### config.mk
export PLATFORM = sky130hd
export DESIGN_NAME = bcs_regs
export DESIGN_NICKNAME = d
export VERILOG_FILES = /design/src/rtl/bcs_pkg.sv /design/src/rtl/bcs_wd_if.sv /design/src/rtl/bcs_wdog.sv /design/src/rtl/bcs_regs.sv
export SDC_FILE = /design/constraint.sdc
export NUM_CORES = 1
export LEC_CHECK = 0
export BUFFER_PORTS_ARGS = -buffer_cell sky130_fd_sc_hd__buf_2
export CORE_MARGIN = 8
export CORE_UTILIZATION = 60
export DETAILED_ROUTE_END_ITERATION = 6
export GPL_ROUTABILITY_DRIVEN = 1
export PLACE_DENSITY_LB_ADDON = 0.08
export SYNTH_ARGS = -nofsm -noshare
export SYNTH_HDL_FRONTEND = slang
export SYNTH_SLANG_ARGS = --single-unit
### constraint.sdc
create_clock -name mclk -period 8.47 [get_ports mclk]
set_input_delay 1.694 -clock mclk [delete_from_list [all_inputs] [get_ports mclk]]
set_output_delay 1.694 -clock mclk [all_outputs]
set_load 0.03 [all_outputs]
### src/rtl/bcs_pkg.sv
// Package: constants for the board control and status register set
package bcs_pkg;
   // Bus identity and command codes
   localparam logic [6:0] SLV_ADDR = 7'h5c;
   localparam logic [7:0] CMD_CTRL_WR = 8'ha0;
   localparam logic [7:0] CMD_CTRL_RD = 8'ha1;
   localparam logic [7:0] POWER_FAIL_STATUS_REG_CLR = 8'hb0;
   localparam logic [7:0] POWER_STATUS_READ = 8'hb1;
   localparam logic [7:0] WDOG_AND_POWER_STATUS_REG_CLR = 8'hb2;
   localparam logic [7:0] WDOG_POWER_STATUS_READ = 8'hb3;
   localparam logic [7:0] CMD_REV_RD = 8'hc1;

   // Control register fields
   localparam int CTL_GREEN = 7;
   localparam int CTL_SW_DIS = 6;
   localparam int CTL_SW_ACT = 5;
   localparam int CTL_SEL_HI = 4;
   localparam int CTL_SEL_LO = 3;
   localparam int CTL_KICK = 2;
   localparam int CTL_RED = 1;
   localparam int CTL_FULL_RST = 0;
   localparam logic [7:0] CTRL_RST = 8'h00;

   // Status fields; reserved bits of status 0 read as zero
   localparam logic [7:0] STAT0_MASK = 8'hed;
   localparam int ST1_ARMED = 7;
   localparam int ST1_TIMEOUT = 6;
   localparam int ST1_HALF = 5;
   localparam logic [7:0] RD_UNMAPPED = 8'h00;

   // Timing
   localparam int CLK_PERIOD_NS = 100;
   localparam int TICK_NS = 1000000;
   localparam int TICK_CYC_DEF = TICK_NS / CLK_PERIOD_NS;
   localparam int RST_PULSE_NS = 1000;
   localparam logic [7:0] RST_PULSE_CYC =
      8'((RST_PULSE_NS + CLK_PERIOD_NS - 1) / CLK_PERIOD_NS);
   localparam int WD_MS_W = 18;
   localparam logic [WD_MS_W-1:0] WD_MS_00 = 18'd2000;
   localparam logic [WD_MS_W-1:0] WD_MS_10 = 18'd10000;
   localparam logic [WD_MS_W-1:0] WD_MS_01 = 18'd50000;
   localparam logic [WD_MS_W-1:0] WD_MS_11 = 18'd250000;
   localparam logic [9:0] BLINK_HALF_MS = 10'd500;

   // Revision byte, value arbitrary
   localparam logic [7:0] LOGIC_REV_DEF = 8'h01;

   // Bus slave states, Gray coded along the usual path
   typedef enum logic [3:0] {
      SB_IDLE = 4'h0,
      SB_ADDR = 4'h1,
      SB_ADDR_ACK = 4'h3,
      SB_CMD = 4'h2,
      SB_CMD_ACK = 4'h6,
      SB_WDATA = 4'h7,
      SB_WDATA_ACK = 4'h5,
      SB_TX = 4'h4,
      SB_IGNORE = 4'hc
   } bcs_sb_st_t;
endpackage : bcs_pkg

### src/rtl/bcs_wd_if.sv
// Interface: links the register set to its watchdog timer
`timescale 1ns/1ps
`default_nettype none
interface bcs_wd_if;
   logic kick;
   logic [1:0] sel;
   logic sys_rst;
   logic armed;
   logic half;
   logic expire;
   logic tick;
   modport ctl (output kick, sel, sys_rst, input armed, half, expire, tick);
   modport wd (input kick, sel, sys_rst, output armed, half, expire, tick);
endinterface : bcs_wd_if
`default_nettype wire

### src/rtl/bcs_wdog.sv
// Watchdog timer with millisecond prescaler
`timescale 1ns/1ps
`default_nettype none
module bcs_wdog
   import bcs_pkg::*;
#(
   parameter int unsigned TICK_CYC = TICK_CYC_DEF
) (
   // Clock and reset
   input wire logic mclk,
   input wire logic rst,
   // Link to the register set
   bcs_wd_if.wd wi
);
   localparam int PW = $clog2(TICK_CYC + 1);

   if (TICK_CYC < 2) begin : g_bad_tick
      $error("bcs_wdog: TICK_CYC must be at least 2");
   end

   typedef struct packed {
      logic [PW-1:0] pre;
      logic tick;
      logic kick_q;
      logic armed;
      logic [WD_MS_W-1:0] cnt;
      logic half;
      logic expire;
   } bcs_wd_t;

   bcs_wd_t r, n;

   // Bit 4 selects the first printed digit, bit 3 the second
   function automatic logic [WD_MS_W-1:0] period_ms(input logic [1:0] sel);
      case (sel)
         2'b00: period_ms = WD_MS_00;
         2'b10: period_ms = WD_MS_10;
         2'b01: period_ms = WD_MS_01;
         default: period_ms = WD_MS_11;
      endcase
   endfunction : period_ms

   always_comb begin
      logic [WD_MS_W-1:0] lim;
      logic kick_edge;
      lim = period_ms(wi.sel);
      kick_edge = wi.kick ^ r.kick_q;
      n = r;
      n.tick = 1'b0;
      n.expire = 1'b0;
      n.kick_q = wi.kick;
      if (r.pre == PW'(TICK_CYC - 1)) begin
         n.pre = '0;
         n.tick = 1'b1;
      end else begin
         n.pre = r.pre + PW'(1);
      end
      if (wi.sys_rst) begin
         // Inactive after any system reset
         n.armed = 1'b0;
         n.cnt = '0;
         n.kick_q = 1'b0;
      end else if (kick_edge) begin
         // Either edge restarts; the first one arms
         n.armed = 1'b1;
         n.cnt = '0;
      end else if (r.armed && r.tick) begin
         if (r.cnt == lim - WD_MS_W'(1)) begin
            n.expire = 1'b1;
            n.armed = 1'b0;
            n.cnt = '0;
         end else begin
            n.cnt = r.cnt + WD_MS_W'(1);
         end
      end
      n.half = n.armed && (n.cnt >= (lim >> 1));
   end

   always_ff @(posedge mclk) begin
      if (rst) begin
         r <= '0;
      end else begin
         r <= n;
      end
   end

   assign wi.armed = r.armed;
   assign wi.half = r.half;
   assign wi.expire = r.expire;
   assign wi.tick = r.tick;
endmodule : bcs_wdog
`default_nettype wire

### src/rtl/bcs_regs.sv
// Board control and status registers behind a byte-data bus slave
`timescale 1ns/1ps
`default_nettype none
module bcs_regs
   import bcs_pkg::*;
#(
   parameter int unsigned TICK_CYC = TICK_CYC_DEF,
   parameter logic [7:0] LOGIC_REV = LOGIC_REV_DEF
) (
   // Clock and reset
   input wire logic mclk,
   input wire logic rst,
   // Bus pins; data line is open drain
   input wire logic scl_i,
   input wire logic sda_i,
   output logic sda_o,
   output logic sda_oe,
   // Board events
   input wire logic sys_rst_in,
   input wire logic handle_sw_i,
   input wire logic [7:0] pf0_evt_i,
   input wire logic [4:0] pf1_evt_i,
   // Board outputs
   output logic green_indicator_on,
   output logic red_indicator_out,
   output logic full_reset_out,
   output logic power_event_out
);
   typedef struct packed {
      bcs_sb_st_t st;
      logic scl_q;
      logic sda_q;
      logic [2:0] cnt;
      logic full;
      logic rd;
      logic [7:0] sh;
      logic [7:0] cmd;
      logic sda_oe;
      logic sda_o;
      logic [7:0] ctrl;
      logic [7:0] stat0;
      logic wdto;
      logic [4:0] pf1;
      logic [7:0] rst_cnt;
      logic full_rst;
      logic sw_q;
      logic pwr_evt;
      logic [9:0] blink_cnt;
      logic blink_ph;
      logic green;
      logic red;
   } bcs_regs_t;

   bcs_regs_t r, n;
   bcs_wd_if wdl ();

   // The blink counter shares the watchdog prescaler; the reset pulse counts clock cycles
   if (TICK_CYC < 2) begin : g_bad_tick
      $error("bcs_regs: TICK_CYC must be at least 2");
   end

   // Reset pulse must last at least 2 cycles of its 8-bit down counter
   if (RST_PULSE_CYC < 8'd2) begin : g_bad_pulse
      $error("bcs_regs: reset pulse must last at least 2 cycles");
   end

   logic start_c;
   logic stop_c;
   logic rise_c;
   logic fall_c;
   logic sysrst_c;

   assign start_c = r.scl_q & scl_i & r.sda_q & ~sda_i;
   assign stop_c = r.scl_q & scl_i & ~r.sda_q & sda_i;
   assign rise_c = ~r.scl_q & scl_i;
   assign fall_c = r.scl_q & ~scl_i;
   // Own reset pulse ending, or a reset from elsewhere on the board
   assign sysrst_c = (r.rst_cnt == 8'h01) | sys_rst_in;

   assign wdl.kick = r.ctrl[CTL_KICK];
   assign wdl.sel = {r.ctrl[CTL_SEL_HI], r.ctrl[CTL_SEL_LO]};
   assign wdl.sys_rst = sysrst_c;

   bcs_wdog #(
      .TICK_CYC(TICK_CYC)
   ) u_wdog (
      .mclk(mclk),
      .rst(rst),
      .wi(wdl)
   );

   // Sticky capture; an event in the clearing cycle is kept
   function automatic logic [7:0] sticky(input logic [7:0] held, input logic [7:0] evt);
      sticky = held | evt;
   endfunction : sticky

   function automatic logic [7:0] read_mux(input logic [7:0] cmd, input bcs_regs_t s,
                                           input logic armed, input logic half);
      case (cmd)
         CMD_CTRL_RD: read_mux = s.ctrl;
         POWER_STATUS_READ: read_mux = s.stat0 & STAT0_MASK;
         WDOG_POWER_STATUS_READ: read_mux = {armed, s.wdto, half, s.pf1};
         CMD_REV_RD: read_mux = LOGIC_REV;
         // Write-only and unknown codes read as zero
         default: read_mux = RD_UNMAPPED;
      endcase
   endfunction : read_mux

   always_comb begin
      logic [7:0] tx;
      logic rst_req;
      tx = read_mux(r.cmd, r, wdl.armed, wdl.half);
      rst_req = 1'b0;
      n = r;
      n.scl_q = scl_i;
      n.sda_q = sda_i;
      n.sda_o = 1'b0;
      n.pwr_evt = 1'b0;

      // Byte-data slave; start and stop take priority over bit timing
      if (stop_c) begin
         n.st = SB_IDLE;
         n.sda_oe = 1'b0;
      end else if (start_c) begin
         n.st = SB_ADDR;
         n.cnt = '0;
         n.full = 1'b0;
         n.sda_oe = 1'b0;
      end else if (rise_c && (r.st == SB_ADDR || r.st == SB_CMD || r.st == SB_WDATA)) begin
         n.sh = {r.sh[6:0], sda_i};
         n.cnt = r.cnt + 3'd1;
         n.full = (r.cnt == 3'd7);
      end else if (fall_c) begin
         case (r.st)
            SB_ADDR: begin
               if (r.full) begin
                  n.full = 1'b0;
                  if (r.sh[7:1] == SLV_ADDR) begin
                     n.sda_oe = 1'b1;
                     n.rd = r.sh[0];
                     n.st = SB_ADDR_ACK;
                  end else begin
                     n.st = SB_IGNORE;
                  end
               end
            end
            SB_ADDR_ACK: begin
               if (r.rd) begin
                  n.sh = tx;
                  n.sda_oe = ~tx[7];
                  n.cnt = '0;
                  n.st = SB_TX;
               end else begin
                  n.sda_oe = 1'b0;
                  n.st = SB_CMD;
               end
            end
            SB_CMD: begin
               if (r.full) begin
                  n.full = 1'b0;
                  n.cmd = r.sh;
                  n.sda_oe = 1'b1;
                  n.st = SB_CMD_ACK;
               end
            end
            SB_CMD_ACK: begin
               n.sda_oe = 1'b0;
               n.st = SB_WDATA;
            end
            SB_WDATA: begin
               if (r.full) begin
                  n.full = 1'b0;
                  n.sda_oe = 1'b1;
                  n.st = SB_WDATA_ACK;
                  case (r.cmd)
                     CMD_CTRL_WR: n.ctrl = r.sh;
                     POWER_FAIL_STATUS_REG_CLR: n.stat0 = '0;
                     WDOG_AND_POWER_STATUS_REG_CLR: begin
                        n.wdto = 1'b0;
                        n.pf1 = '0;
                     end
                     // Writes to read-only codes are dropped
                     default: n.ctrl = r.ctrl;
                  endcase
               end
            end
            SB_WDATA_ACK: begin
               // Only one data byte per transfer is taken
               n.sda_oe = 1'b0;
               n.st = SB_IGNORE;
            end
            SB_TX: begin
               if (r.cnt == 3'd7) begin
                  n.sda_oe = 1'b0;
                  n.st = SB_IGNORE;
               end else begin
                  n.cnt = r.cnt + 3'd1;
                  n.sh = {r.sh[6:0], 1'b0};
                  n.sda_oe = ~r.sh[6];
               end
            end
            default: n.sda_oe = 1'b0;
         endcase
      end

      // Sticky flags: a new event wins over a clear in the same cycle
      n.stat0 = sticky(n.stat0, pf0_evt_i & STAT0_MASK);
      n.pf1 = 5'(sticky({3'h0, n.pf1}, {3'h0, pf1_evt_i}));
      n.wdto = n.wdto | wdl.expire;

      // Handle switch, edge triggered
      n.sw_q = handle_sw_i;
      if (handle_sw_i && !r.sw_q && !r.ctrl[CTL_SW_DIS]) begin
         if (r.ctrl[CTL_SW_ACT]) begin
            rst_req = 1'b1;
         end else begin
            n.pwr_evt = 1'b1;
         end
      end

      // Full reset pulse; retriggers are ignored while it runs
      if (n.ctrl[CTL_FULL_RST] || wdl.expire) begin
         rst_req = 1'b1;
      end
      if (r.rst_cnt != 8'h00) begin
         n.rst_cnt = r.rst_cnt - 8'h01;
      end else if (rst_req) begin
         n.rst_cnt = RST_PULSE_CYC;
      end
      if (sysrst_c) begin
         // Control returns to defaults; sticky status bits are kept
         n.ctrl = CTRL_RST;
      end
      n.full_rst = (n.rst_cnt != 8'h00);

      // Indicators; blink period rides on the watchdog tick
      if (wdl.tick) begin
         if (r.blink_cnt == BLINK_HALF_MS - 10'd1) begin
            n.blink_cnt = '0;
            n.blink_ph = ~r.blink_ph;
         end else begin
            n.blink_cnt = r.blink_cnt + 10'd1;
         end
      end
      n.green = n.ctrl[CTL_GREEN];
      n.red = n.ctrl[CTL_RED] & n.blink_ph;
   end

   always_ff @(posedge mclk) begin
      if (rst) begin
         r <= '0;
      end else begin
         r <= n;
      end
   end

   assign sda_o = r.sda_o;
   assign sda_oe = r.sda_oe;
   assign green_indicator_on = r.green;
   assign red_indicator_out = r.red;
   assign full_reset_out = r.full_rst;
   assign power_event_out = r.pwr_evt;
endmodule : bcs_regs
`default_nettype wire

==> metrics.csv, run 1 <==
stage,metric,value,unit
outcome,status,"finished, final reports clean",
pwr,max-vdd-ir-drop,111,uV
yosys,async_flop_share,0,%
worst_setup_path,path_cells,buf_2 > a311oi_1 > nand2_1 > nor2_1 > ha_1 > and3_1 > and3_1 > and4_1 > a221o_1 > o211a_1 > o31a_1,
worst_setup_path,slowest_delay,0.36,ns
worst_setup_path,worst-path-buf-inv,1,
grt,grt.overflow.total,0,
worst_setup_path,cp-end-kind,register,
timing,tightest_slew,0.952,ns
yosys,syn-instance-count,654,
pwr,clkPwrFrac,32.7,%
clock_tree,htreeDepth,3,
grt,grt_pass1_wl,20400,um
job,cap_viol_max_count,0,
yosys,synth_top_area_share,40.0,%
finish,drive_gt1_share,6.94,%
clock_tree,cts_buffer_depth,2,
finish,fin_nets,700,
detailed_routing,first_pass_iters,5,
finish,fillers,755,
pwr,pwr-share-seq,52.2,%
clock_tree,cts_resized,0,
timing,period_share,47.0,%
placement,pre_cts_ws,4.13,ns
worst_setup_path,timing.rr.start,r[41]$_SDFFE_PP0P_,
pwr,power.internal,761,uW
timing,max_freq,251,MHz
worst_setup_path,startpoint,sys_rst_in,
clock_tree,worstSkewPairLatency,0.37,ns
clock_tree,cts_root_buf,clkbuf_8,
yosys,synthTopCellsByArea,"dfxtp_1 40%, nor2_1 8.3%, ha_1 5.1%",
timing,hold_violations,0,
detailed_routing,wl_per_cell,15.4,um
placement,globalplace.congestion,0.910,
timing,finalSetupViolCount,0,
yosys,synth_edf_count,0,
pwr,combPwrFrac,15.1,%
timing,grt_setup_unrepaired,false,
die,die_area,12300,um2
yosys,netlist_area,5400,um2
pwr,p_sw_share,28.5,%
timing,maxSlewViolCount,0,
yosys,avgSynthCellArea,8.26,um2
timing,min_period,3.98,ns
worst_setup_path,start_kind,primary input,
yosys,yosys_warnings,0,
timing,worst_hold_slack,0.466,ns
yosys,yosysMostFrequentCell,nor2_1,
die,rows,34,
detailed_routing,drc,0,
yosys,syn-num-nets,695,
grt,grt_pass1_vias,4413,
pwr,p_leak,0.00209,uW
yosys,yosys.area.top_type,dfxtp_1,
worst_setup_path,cp.arrival,4.24,ns
finish,n_antenna_cell,0,
pwr,power.density,185,nW/um2
clock_tree,cts.clk_slew.worst_paths,0.10,ns
clock_tree,cts.sinks,108,
yosys,yosys_most_used_dff,dfxtp_1,
timing,slew-limit-headroom,36.5,%
timing,setup_tns,0,ns
placement,io_buffers,21,
grt,grt_max_degree,57,
die,chipHeight,111,um
clock_tree,postCtsSetupRepairBufs,0,
clock_tree,cts_made_buffers,9,
worst_setup_path,path_max_fanout,14,
die,chipWidth,111,um
clock_tree,cts_tree,yes,
placement,dp.final_hpwl,8600,um
worst_setup_path,critPathTopFamily,simple AND/OR/NAND/NOR gates,
yosys,ys_seq_area_share,40.0,%
detailed_routing,vias,4612,
worst_setup_path,slowest_stage,nand2_1,
yosys,synth_cell_types,65,
worst_setup_path,path_class,in -> reg,
pwr,switching_power,303,uW
die,core_area,8720,um2
die,initial_utilization,61.9,%
detailed_routing,drt_iter0_drc,343,
detailed_routing,routed_via_density,5.98,
yosys,ys_ff_latch,108,
worst_setup_path,worstPathRequired,8.73,ns
grt,grt_usage,19.2,%
timing,clock_skew,0.00754,ns
detailed_routing,ant_nets,0,
finish,area_growth,6.42,%
worst_setup_path,crit_top_cell,and3_1,
worst_hold_path,hp-start,u_wdog.r[23]$_SDFF_PP0_,
worst_hold_path,hold_path_class,reg -> reg,
detailed_routing,wirelength,11800,um
timing,setup_slack,4.49,ns
clock_tree,cts_hold_buf,0,
yosys,ys_top_cells_by_count,"119 x nor2_1, 108 x dfxtp_1, 49 x nand2_1",
die,io_pins,25,
grt,antenna_found_initial,0,
## layout by cell type (no fill, tap or decap), types with 15 or more instances in the layout
cell,instances
mux2i_1,15
o21ai_0,21
xnor2_1,19
inv_1,18
a21oi_1,48
buf_2,21
nand3_1,29
ha_1,22
xor2_1,24
dfxtp_1,108
nand2_1,49
nor2_1,119
## state kept, by name, summed over array words and instances, names as in the netlist
name and cells:
r 67, u_wdog.r 33, full_reset_out 1, power_event_out 1, red_indicator_out 1, sda_oe 1
u_wdog.wi.armed 1, u_wdog.wi.expire 1, u_wdog.wi.half 1, u_wdog.wi.tick 1
## worst reg2reg max path: cells and delay by family (launching register included)
kind	cells	cell delay, ns
AO/OA/AOI/OAI	7	1.82
XOR/XNOR	1	0.16
adder cells (fa/ha/maj)	2	0.66
buffers and inverters	1	0.12
flip-flops	1	0.56
AND/OR/NAND/NOR	2	0.47
## cell families after synthesis
family,after synthesis,synth area share (%)
and+or+nand+nor,300,27.5
DFF,108,40.0
adders and majority gates,22,5.10
AOI/OAI and AO/OA,118,13.9
other,1,0.0695
xor gates and xnor gates,43,6.98
buffers and inverters,47,3.64
muxes,15,2.78
## final timing paths
kind	end	slack [ns]	cells past startpoint
worst max-delay path	u_wdog.wi.half$_SDFF_PP0_	4.49	11
worst min-delay path	u_wdog.r[23]$_SDFF_PP0_	0.47	1
worst max register to register	u_wdog.wi.half$_SDFF_PP0_	4.56	13
worst min register to register	u_wdog.r[23]$_SDFF_PP0_	0.47	1
## routing by layer
layer	track usage (%)	share of wire [%]	up-vias
li1	-	-	2307
met1	24.5	47	2187
met2	31.9	48	105
met3	4.38	4.7	13
met4	4.59	0.99	0
met5	0	0	-
## cell type report
type | instances | area, um2 | share of cell area (%)
clock buffers | 9 | 124 | 2.16
clock inverters | 6 | 96.3 | 1.68
inverters | 18 | 67.6 | 1.18
multi-input cells | 499 | 3040 | 52.9
flip-flops and latches | 108 | 2160 | 37.6
well taps | 108 | 135 | 2.35
repair buffers | 23 | 120 | 2.09
## per-stage QoR
stage               total power [uW]  instance area (um2)  std cells  utilization (%)
floorplan                        690                 5400        654                -
global placement                 720                 5530        756             63.4
detailed placement               726                 5530        756             63.4
CTS                             1070                 5750        771             65.9
global route                    1120                 5750        771             65.9
finish                          1060                 5750        771             65.9
## power by group through the flow
stage	Clock, uW	Combinational, uW	Sequential (uW)
2_1_floorplan	0	126	565
3_3_place_gp	0	155	565
3_5_place_dp	0	160	566
4_1_cts	357	162	555
5_1_grt	376	184	559
6_report	348	161	555
No activity file was read; power rests on OpenSTA's default activity.
==> inputs of run 2 (changes only) <==
==> constraint.sdc (replaced) <==
create_clock -name mclk -period 3.68 [get_ports mclk]
set_input_delay 0.736 -clock mclk [delete_from_list [all_inputs] [get_ports mclk]]
set_output_delay 0.736 -clock mclk [all_outputs]
set_load 0.03 [all_outputs]
==> metrics.csv, run 2 (synthesis gave the netlist of run 1 again) <==
stage,metric,value,unit,change
finish,final_cell_mix,"119 x nor2_1, 107 x dfxtp_1, 49 x nand2_1, 48 x a21oi_1, 29 x nand3_1",,"was 119 x nor2_1, 108 x dfxtp_1, 49 x nand2_1, 48 x a21oi_1, 29 x nand3_1"
worst_setup_path,path_cells,ha_1 > nor4_1 > nand3_1 > a2111o_1 > nand2_1 > buf_4 > nor2_1 > ha_1 > and3_1 > and4_1 > a221o_1 > o211a_1 > o31a_1,,was buf_2 > a311oi_1 > nand2_1 > nor2_1 > ha_1 > and3_1 > and3_1 > and4_1 > a221o_1 > o211a_1 > o31a_1
worst_hold_path,whs_endpoint,u_wdog.r[23]$_SDFF_PP0_,,unchanged
timing,setup_tns,0,ns,unchanged
worst_setup_path,start_kind,register,,was primary input
timing,grt_setup_unrepaired,false,,unchanged
detailed_routing,drt_iter0_drc,349,,was 343
clock_tree,cts_buffer_depth,2,,unchanged
worst_setup_path,slowest_delay,0.50,ns,was 0.36 ns
pwr,power.internal,1720,uW,was 761 uW
worst_setup_path,path_class,reg -> reg,,was in -> reg
die,die_area,12300,um2,unchanged
timing,slew-limit-headroom,37.4,%,was 36.5%
finish,reg_top3,"r x67, u_wdog.r x33",,unchanged
pwr,switching_power,709,uW,was 303 uW
finish,fin_nets,703,,was 700
finish,largest_reg_flops,67,,unchanged
grt,grt_max_degree,32,,was 57
placement,io_buffers,21,,unchanged
detailed_routing,wl_per_cell,15.5,um,was 15.4 um
worst_setup_path,path_max_fanout,11,,was 14
detailed_routing,routed_via_density,5.98,,about the same
clock_tree,cts.clk_slew.worst_paths,0.10,ns,about the same
worst_setup_path,critPathTopFamily,compound AO/OA/AOI/OAI gates,,was simple AND/OR/NAND/NOR gates
grt,grt_pass1_wl,20300,um,was 20400 um
pwr,clkPwrFrac,31.7,%,was 32.7%
worst_setup_path,timing.rr.start,r[41]$_SDFFE_PP0P_,,unchanged
timing,worst_hold_slack,0.451,ns,was 0.466 ns
timing,maxSlewViolCount,0,,unchanged
die,initial_utilization,61.9,%,unchanged
timing,clock_skew,0.00938,ns,was 0.00754 ns
die,core_area,8720,um2,unchanged
clock_tree,cts_made_buffers,9,,unchanged
placement,globalplace.congestion,0.891,,was 0.910
finish,layout_commonest_cell,nor2_1,,unchanged
clock_tree,cts_root_buf,clkbuf_8,,unchanged
worst_setup_path,r2r_slack,0.18,ns,was 4.56 ns
clock_tree,worstSkewPairLatency,0.37,ns,about the same
worst_setup_path,slowest_stage,a2111o_1,,was nand2_1
grt,grt.overflow.total,0,,unchanged
detailed_routing,wirelength,12000,um,was 11800 um
grt,grt_usage,19.3,%,was 19.2%
pwr,max-vdd-ir-drop,233,uV,was 111 uV
worst_setup_path,cp-end-kind,register,,unchanged
clock_tree,postCtsSetupRepairBufs,0,,unchanged
worst_setup_path,crit_top_cell,ha_1,,was and3_1
die,io_pins,25,,unchanged
finish,regMostFlops,r,,unchanged
finish,drive_gt1_share,7.50,%,was 6.94%
detailed_routing,wl_met2,5780,um,was 5650 um
detailed_routing,drc,0,,unchanged
timing,max_freq,286,MHz,
worst_setup_path,path_depth,13,,was 11
worst_setup_path,cp.arrival,3.77,ns,was 4.24 ns
timing,hold_violations,0,,unchanged
grt,grt_pass1_vias,4465,,was 4413
pwr,combPwrFrac,15.7,%,was 15.1%
job,cap_viol_max_count,0,,unchanged
detailed_routing,wl_met1,5470,um,was 5530 um
die,chipWidth,111,um,unchanged
finish,finalInstanceArea,5760,um2,was 5750 um2
finish,n_antenna_cell,0,,unchanged
pwr,power.density,422,nW/um2,was 185 nW/um2
pwr,p_sw_share,29.2,%,was 28.5%
placement,dp.final_hpwl,8870,um,was 8600 um
grt,antenna_found_initial,0,,unchanged
finish,fin_util,66.0,%,was 65.9%
detailed_routing,top_layer,met4,,unchanged
detailed_routing,ant_nets,0,,unchanged
placement,dpl-instance-area,5550,um2,was 5530 um2
detailed_routing,met3_length,596,um,was 553 um
worst_hold_path,hp-start,u_wdog.r[23]$_SDFF_PP0_,,unchanged
die,rows,34,,unchanged
worst_hold_path,holdPathStages,1,,unchanged
clock_tree,htreeDepth,3,,unchanged
worst_setup_path,worstPathRequired,3.95,ns,was 8.73 ns
timing,finalSetupViolCount,0,,unchanged
worst_setup_path,rr_endpoint,u_wdog.wi.half$_SDFF_PP0_,,unchanged
die,chipHeight,111,um,unchanged
detailed_routing,vias,4635,,was 4612
pwr,pwr-share-seq,52.6,%,was 52.2%
timing,period_share,95.0,%,
timing,min_period,3.50,ns,
clock_tree,cts_tree,yes,,unchanged
pwr,p_leak,0.00210,uW,was 0.00209 uW
timing,tightest_slew,0.930,ns,was 0.952 ns
pwr,power.total,2430,uW,was 1060 uW
worst_setup_path,reg2reg_depth,13,,unchanged
worst_setup_path,worst-path-buf-inv,1,,unchanged
clock_tree,cts.sinks,108,,unchanged
outcome,status,"finished, final reports clean",,unchanged
detailed_routing,first_pass_iters,5,,unchanged
finish,area_growth,6.67,%,was 6.42%
worst_hold_path,hold_path_class,reg -> reg,,unchanged
[run 2: per-layer routing]
layer,up-vias,global-route usage (%)
li1,2315,-
met1,2185,23.7
met2,118,32.3
met3,17,3.95
met4,0,7.12
met5,-,0
[run 2: stage by stage]
| stage | instances | setup slack [ns] |
|---|---|---|
| detailed placement | 759 | 0.186 |
| global placement | 759 | 0.266 |
| floorplan | 654 | 0.148 |
| global route | 775 | 0.0412 |
| CTS | 775 | 0.172 |
| finish | 775 | 0.183 |
[run 2: how the worst max path moves through the flow]
stage | startpoint | end | slack [ns]
after global placement | r[41]$_SDFFE_PP0P_ | u_wdog.wi.half$_SDFF_PP0_ | 0.27
after floorplan | r[41]$_SDFFE_PP0P_ | u_wdog.wi.half$_SDFF_PP0_ | 0.15
after CTS | r[41]$_SDFFE_PP0P_ | u_wdog.wi.half$_SDFF_PP0_ | 0.17
after detailed placement | r[41]$_SDFFE_PP0P_ | u_wdog.wi.half$_SDFF_PP0_ | 0.19
final | r[41]$_SDFFE_PP0P_ | u_wdog.wi.half$_SDFF_PP0_ | 0.18
after global routing | r[41]$_SDFFE_PP0P_ | u_wdog.wi.half$_SDFF_PP0_ | 0.04
[run 2: timing repair]
item | 4_1_cts | 5_1_grt
gates resized for setup | 0 | 1
hold buffers | 0 | 0
endpoints found under the setup margin | 0 | 1
[run 2: power groups by stage]
stage                     Combinational, uW  Clock (uW)  Sequential, uW
after CTS                               388         786            1280
after global routing                    436         835            1290
final                                   383         769            1280
after detailed placement                385           0            1300
after floorplan                         289           0            1300
after global placement                  372           0            1300
[run 2: worst register-to-register path, stage by stage, from the launching register on]
cell and delay, ns:
dfxtp_2 0.38, ha_1 0.31, nor4_1 0.33, nand3_1 0.11, a2111o_1 0.50, nand2_1 0.15, buf_4 0.19, nor2_1 0.07
ha_1 0.31, and3_1 0.17, and4_1 0.19, a221o_1 0.29, o211a_1 0.13, o31a_1 0.28
[run 2: layout make-up]
type / count / area, um2
multi-input combinational: 499 / 3040
clock inverter: 5 / 68.8
timing repair buffer: 26 / 143
inverter: 18 / 67.6
clock buffer: 11 / 141
tap: 108 / 135
fill: 748 / 2960
sequential: 108 / 2160
==> inputs of run 3 (changes only) <==
--- a/config.mk
+++ b/config.mk
@@ -6,6 +6,7 @@
 export NUM_CORES = 1
 export LEC_CHECK = 0
 export BUFFER_PORTS_ARGS = -buffer_cell sky130_fd_sc_hd__buf_2
+export CORE_ASPECT_RATIO = 0.75
 export CORE_MARGIN = 8
 export CORE_UTILIZATION = 60
 export DETAILED_ROUTE_END_ITERATION = 6
==> metrics.csv, run 3 (synthesis gave the netlist of run 1 again) <==
stage,metric,value,unit,change
die,chipHeight,98.2,um,was 111 um
die,chipWidth,126,um,was 111 um
finish,drive_gt1_share,7.36,%,was 7.50%
grt,grt.overflow.total,0,,unchanged
outcome,status,"finished, final reports clean",,unchanged
timing,grt_setup_unrepaired,false,,unchanged
worst_setup_path,path_class,reg -> reg,,unchanged
clock_tree,cts_root_buf,clkbuf_16,,was clkbuf_8
detailed_routing,drt_iter0_drc,316,,was 349
grt,antenna_found_initial,0,,unchanged
worst_setup_path,worst-path-buf-inv,0,,was 1
timing,period_share,95.7,%,was 95.0%
timing,slew-limit-headroom,33.5,%,was 37.4%
detailed_routing,drc,0,,unchanged
die,die_area,12300,um2,about the same
detailed_routing,wirelength,12100,um,was 12000 um
detailed_routing,first_pass_iters,5,,unchanged
worst_hold_path,holdPathStages,1,,unchanged
clock_tree,cts_tree,yes,,unchanged
finish,n_antenna_cell,0,,unchanged
worst_hold_path,hp-start,u_wdog.r[23]$_SDFF_PP0_,,unchanged
finish,fin_nets,702,,was 703
timing,setup_tns,0,ns,unchanged
grt,grt_max_degree,33,,was 32
job,cap_viol_max_count,0,,unchanged
grt,grt_pass1_vias,4389,,was 4465
timing,min_period,3.52,ns,was 3.50 ns
detailed_routing,vias,4588,,was 4635
worst_setup_path,timing.rr.start,r[41]$_SDFFE_PP0P_,,unchanged
placement,dpl.cell_count,762,,was 759
worst_setup_path,slowest_stage,a2111o_1,,unchanged
worst_hold_path,hold_path_class,reg -> reg,,unchanged
clock_tree,cts_made_buffers,9,,unchanged
finish,regMostFlops,r,,unchanged
finish,final_cell_mix,"119 x nor2_1, 107 x dfxtp_1, 48 x nand2_1, 48 x a21oi_1, 29 x nand3_1",,"was 119 x nor2_1, 107 x dfxtp_1, 49 x nand2_1, 48 x a21oi_1, 29 x nand3_1"
clock_tree,cts_hold_buf,0,,unchanged
clock_tree,cts.sinks,108,,unchanged
finish,layout_commonest_cell,nor2_1,,unchanged
timing,maxSlewViolCount,0,,unchanged
grt,grt_pass1_wl,20300,um,about the same
detailed_routing,wl_per_cell,15.6,um,was 15.5 um
placement,io_buffers,21,,unchanged
worst_setup_path,cp.arrival,3.76,ns,was 3.77 ns
timing,clock_skew,0.00875,ns,was 0.00938 ns
worst_setup_path,critPathTopFamily,compound AO/OA/AOI/OAI gates,,unchanged
detailed_routing,routed_via_density,5.90,,was 5.98
finish,reg_top3,"r x67, u_wdog.r x33",,unchanged
die,rows,30,,was 34
placement,dp.final_hpwl,8690,um,was 8870 um
worst_hold_path,whs_endpoint,u_wdog.r[23]$_SDFF_PP0_,,unchanged
detailed_routing,ant_nets,0,,unchanged
pwr,max-vdd-ir-drop,370,uV,was 233 uV
placement,globalplace.congestion,0.883,,was 0.891
timing,finalSetupViolCount,0,,unchanged
finish,instances_no_fill,778,,was 775
timing,tightest_slew,0.989,ns,was 0.930 ns
finish,largest_reg_flops,67,,unchanged
finish,area_growth,8.09,%,was 6.67%
timing,max_freq,284,MHz,was 286 MHz
worst_setup_path,path_max_fanout,9,,was 11
clock_tree,cts_buffer_depth,2,,unchanged
finish,fillers,776,,was 748
worst_setup_path,r2r_slack,0.16,ns,was 0.18 ns
clock_tree,worstSkewPairLatency,0.35,ns,was 0.37 ns
worst_setup_path,slowest_delay,0.53,ns,was 0.50 ns
die,initial_utilization,60.7,%,was 61.9%
worst_setup_path,reg2reg_depth,13,,unchanged
worst_setup_path,rr_endpoint,u_wdog.wi.half$_SDFF_PP0_,,unchanged
die,io_pins,25,,unchanged
clock_tree,htreeDepth,3,,unchanged
timing,hold_violations,0,,unchanged
pwr,power.density,445,nW/um2,was 422 nW/um2
die,core_area,8900,um2,was 8720 um2
clock_tree,cts.clk_slew.worst_paths,0.07,ns,was 0.10 ns
worst_setup_path,cp-end-kind,register,,unchanged
worst_setup_path,start_kind,register,,unchanged
grt,grt_usage,20.0,%,was 19.3%
worst_setup_path,worstPathRequired,3.92,ns,was 3.95 ns
pwr,p_leak,0.00212,uW,was 0.00210 uW
worst_setup_path,path_cells,ha_1 > nor4_1 > nand3_1 > a2111o_1 > nand2_4 > nor2_1 > ha_1 > and3_1 > and3_1 > and4_1 > a221o_1 > o211a_1 > o31a_1,,was ha_1 > nor4_1 > nand3_1 > a2111o_1 > nand2_1 > buf_4 > nor2_1 > ha_1 > and3_1 > and4_1 > a221o_1 > o211a_1 > o31a_1
## run 3: worst max-delay path by stage
stage | start | endpoint | slack [ns] | cells after the start
after floorplan | r[41]$_SDFFE_PP0P_ | u_wdog.wi.half$_SDFF_PP0_ | 0.15 | 13
after global placement | r[41]$_SDFFE_PP0P_ | u_wdog.wi.half$_SDFF_PP0_ | 0.17 | 12
after detailed placement | r[41]$_SDFFE_PP0P_ | u_wdog.wi.half$_SDFF_PP0_ | 0.04 | 14
after CTS | r[41]$_SDFFE_PP0P_ | u_wdog.wi.half$_SDFF_PP0_ | 0.01 | 13
after global routing | r[41]$_SDFFE_PP0P_ | u_wdog.wi.half$_SDFF_PP0_ | 0.02 | 13
final | r[41]$_SDFFE_PP0P_ | u_wdog.wi.half$_SDFF_PP0_ | 0.16 | 13
## run 3: metrics by stage
stage	cell area, um2	hold WS [ns]	util [%]	worst slack [ns]	power [uW]
finish	5840	0.441	65.6	0.158	2590
global route	5840	0.467	65.6	0.0155	2710
CTS	5830	0.444	65.5	0.0143	2610
detailed placement	5550	0.434	62.3	0.0390	1690
global placement	5550	0.428	62.3	0.167	1680
floorplan	5400	0.413	-	0.148	1590
## run 3: repair_timing
action / 4_1_cts / 5_1_grt
resized for setup: 0 / 3
setup endpoints to repair: 0 / 1
buffers inserted: 0 / 0
## run 3: area by class of cell
cell class / count / area (um2) / area share, %
clock inverters: 3 / 21.3 / 0.364
flip-flops and latches: 108 / 2160 / 37.1
well taps: 112 / 140 / 2.40
inverters: 18 / 67.6 / 1.16
repair buffers: 25 / 135 / 2.32
clock buffers: 13 / 260 / 4.46
multi-input cells: 499 / 3050 / 52.2
## run 3: power by group
| group | total, uW | switching, uW | internal (uW) | leakage, uW |
|---|---|---|---|---|
| Clock | 921 | 424 | 497 | 0.000136 |
| Sequential | 1280 | 57.9 | 1220 | 0.000877 |
| Combinational | 395 | 239 | 156 | 0.00111 |
| Total | 2590 | 721 | 1870 | 0.00212 |
## run 3: routing by layer
| layer | vias to the layer above | part of all wire, % | track usage (%) | routed length [um] |
|---|---|---|---|---|
| met5 | - | 0 | 0 | 0 |
| met4 | 0 | 1.7 | 6.44 | 205 |
| met3 | 18 | 4.5 | 5.23 | 551 |
| met2 | 107 | 44 | 30.8 | 5370 |
| met1 | 2150 | 50 | 26.5 | 6010 |
| li1 | 2313 | - | - | - |
## run 3: worst reg2reg max path, stage by stage (launching register included)
cell and delay [ns]:
dfxtp_2 0.36, ha_1 0.30, nor4_1 0.30, nand3_1 0.11
a2111o_1 0.53, nand2_4 0.16, nor2_1 0.07, ha_1 0.32
and3_1 0.19, and3_1 0.18, and4_1 0.20, a221o_1 0.29
o211a_1 0.13, o31a_1 0.29
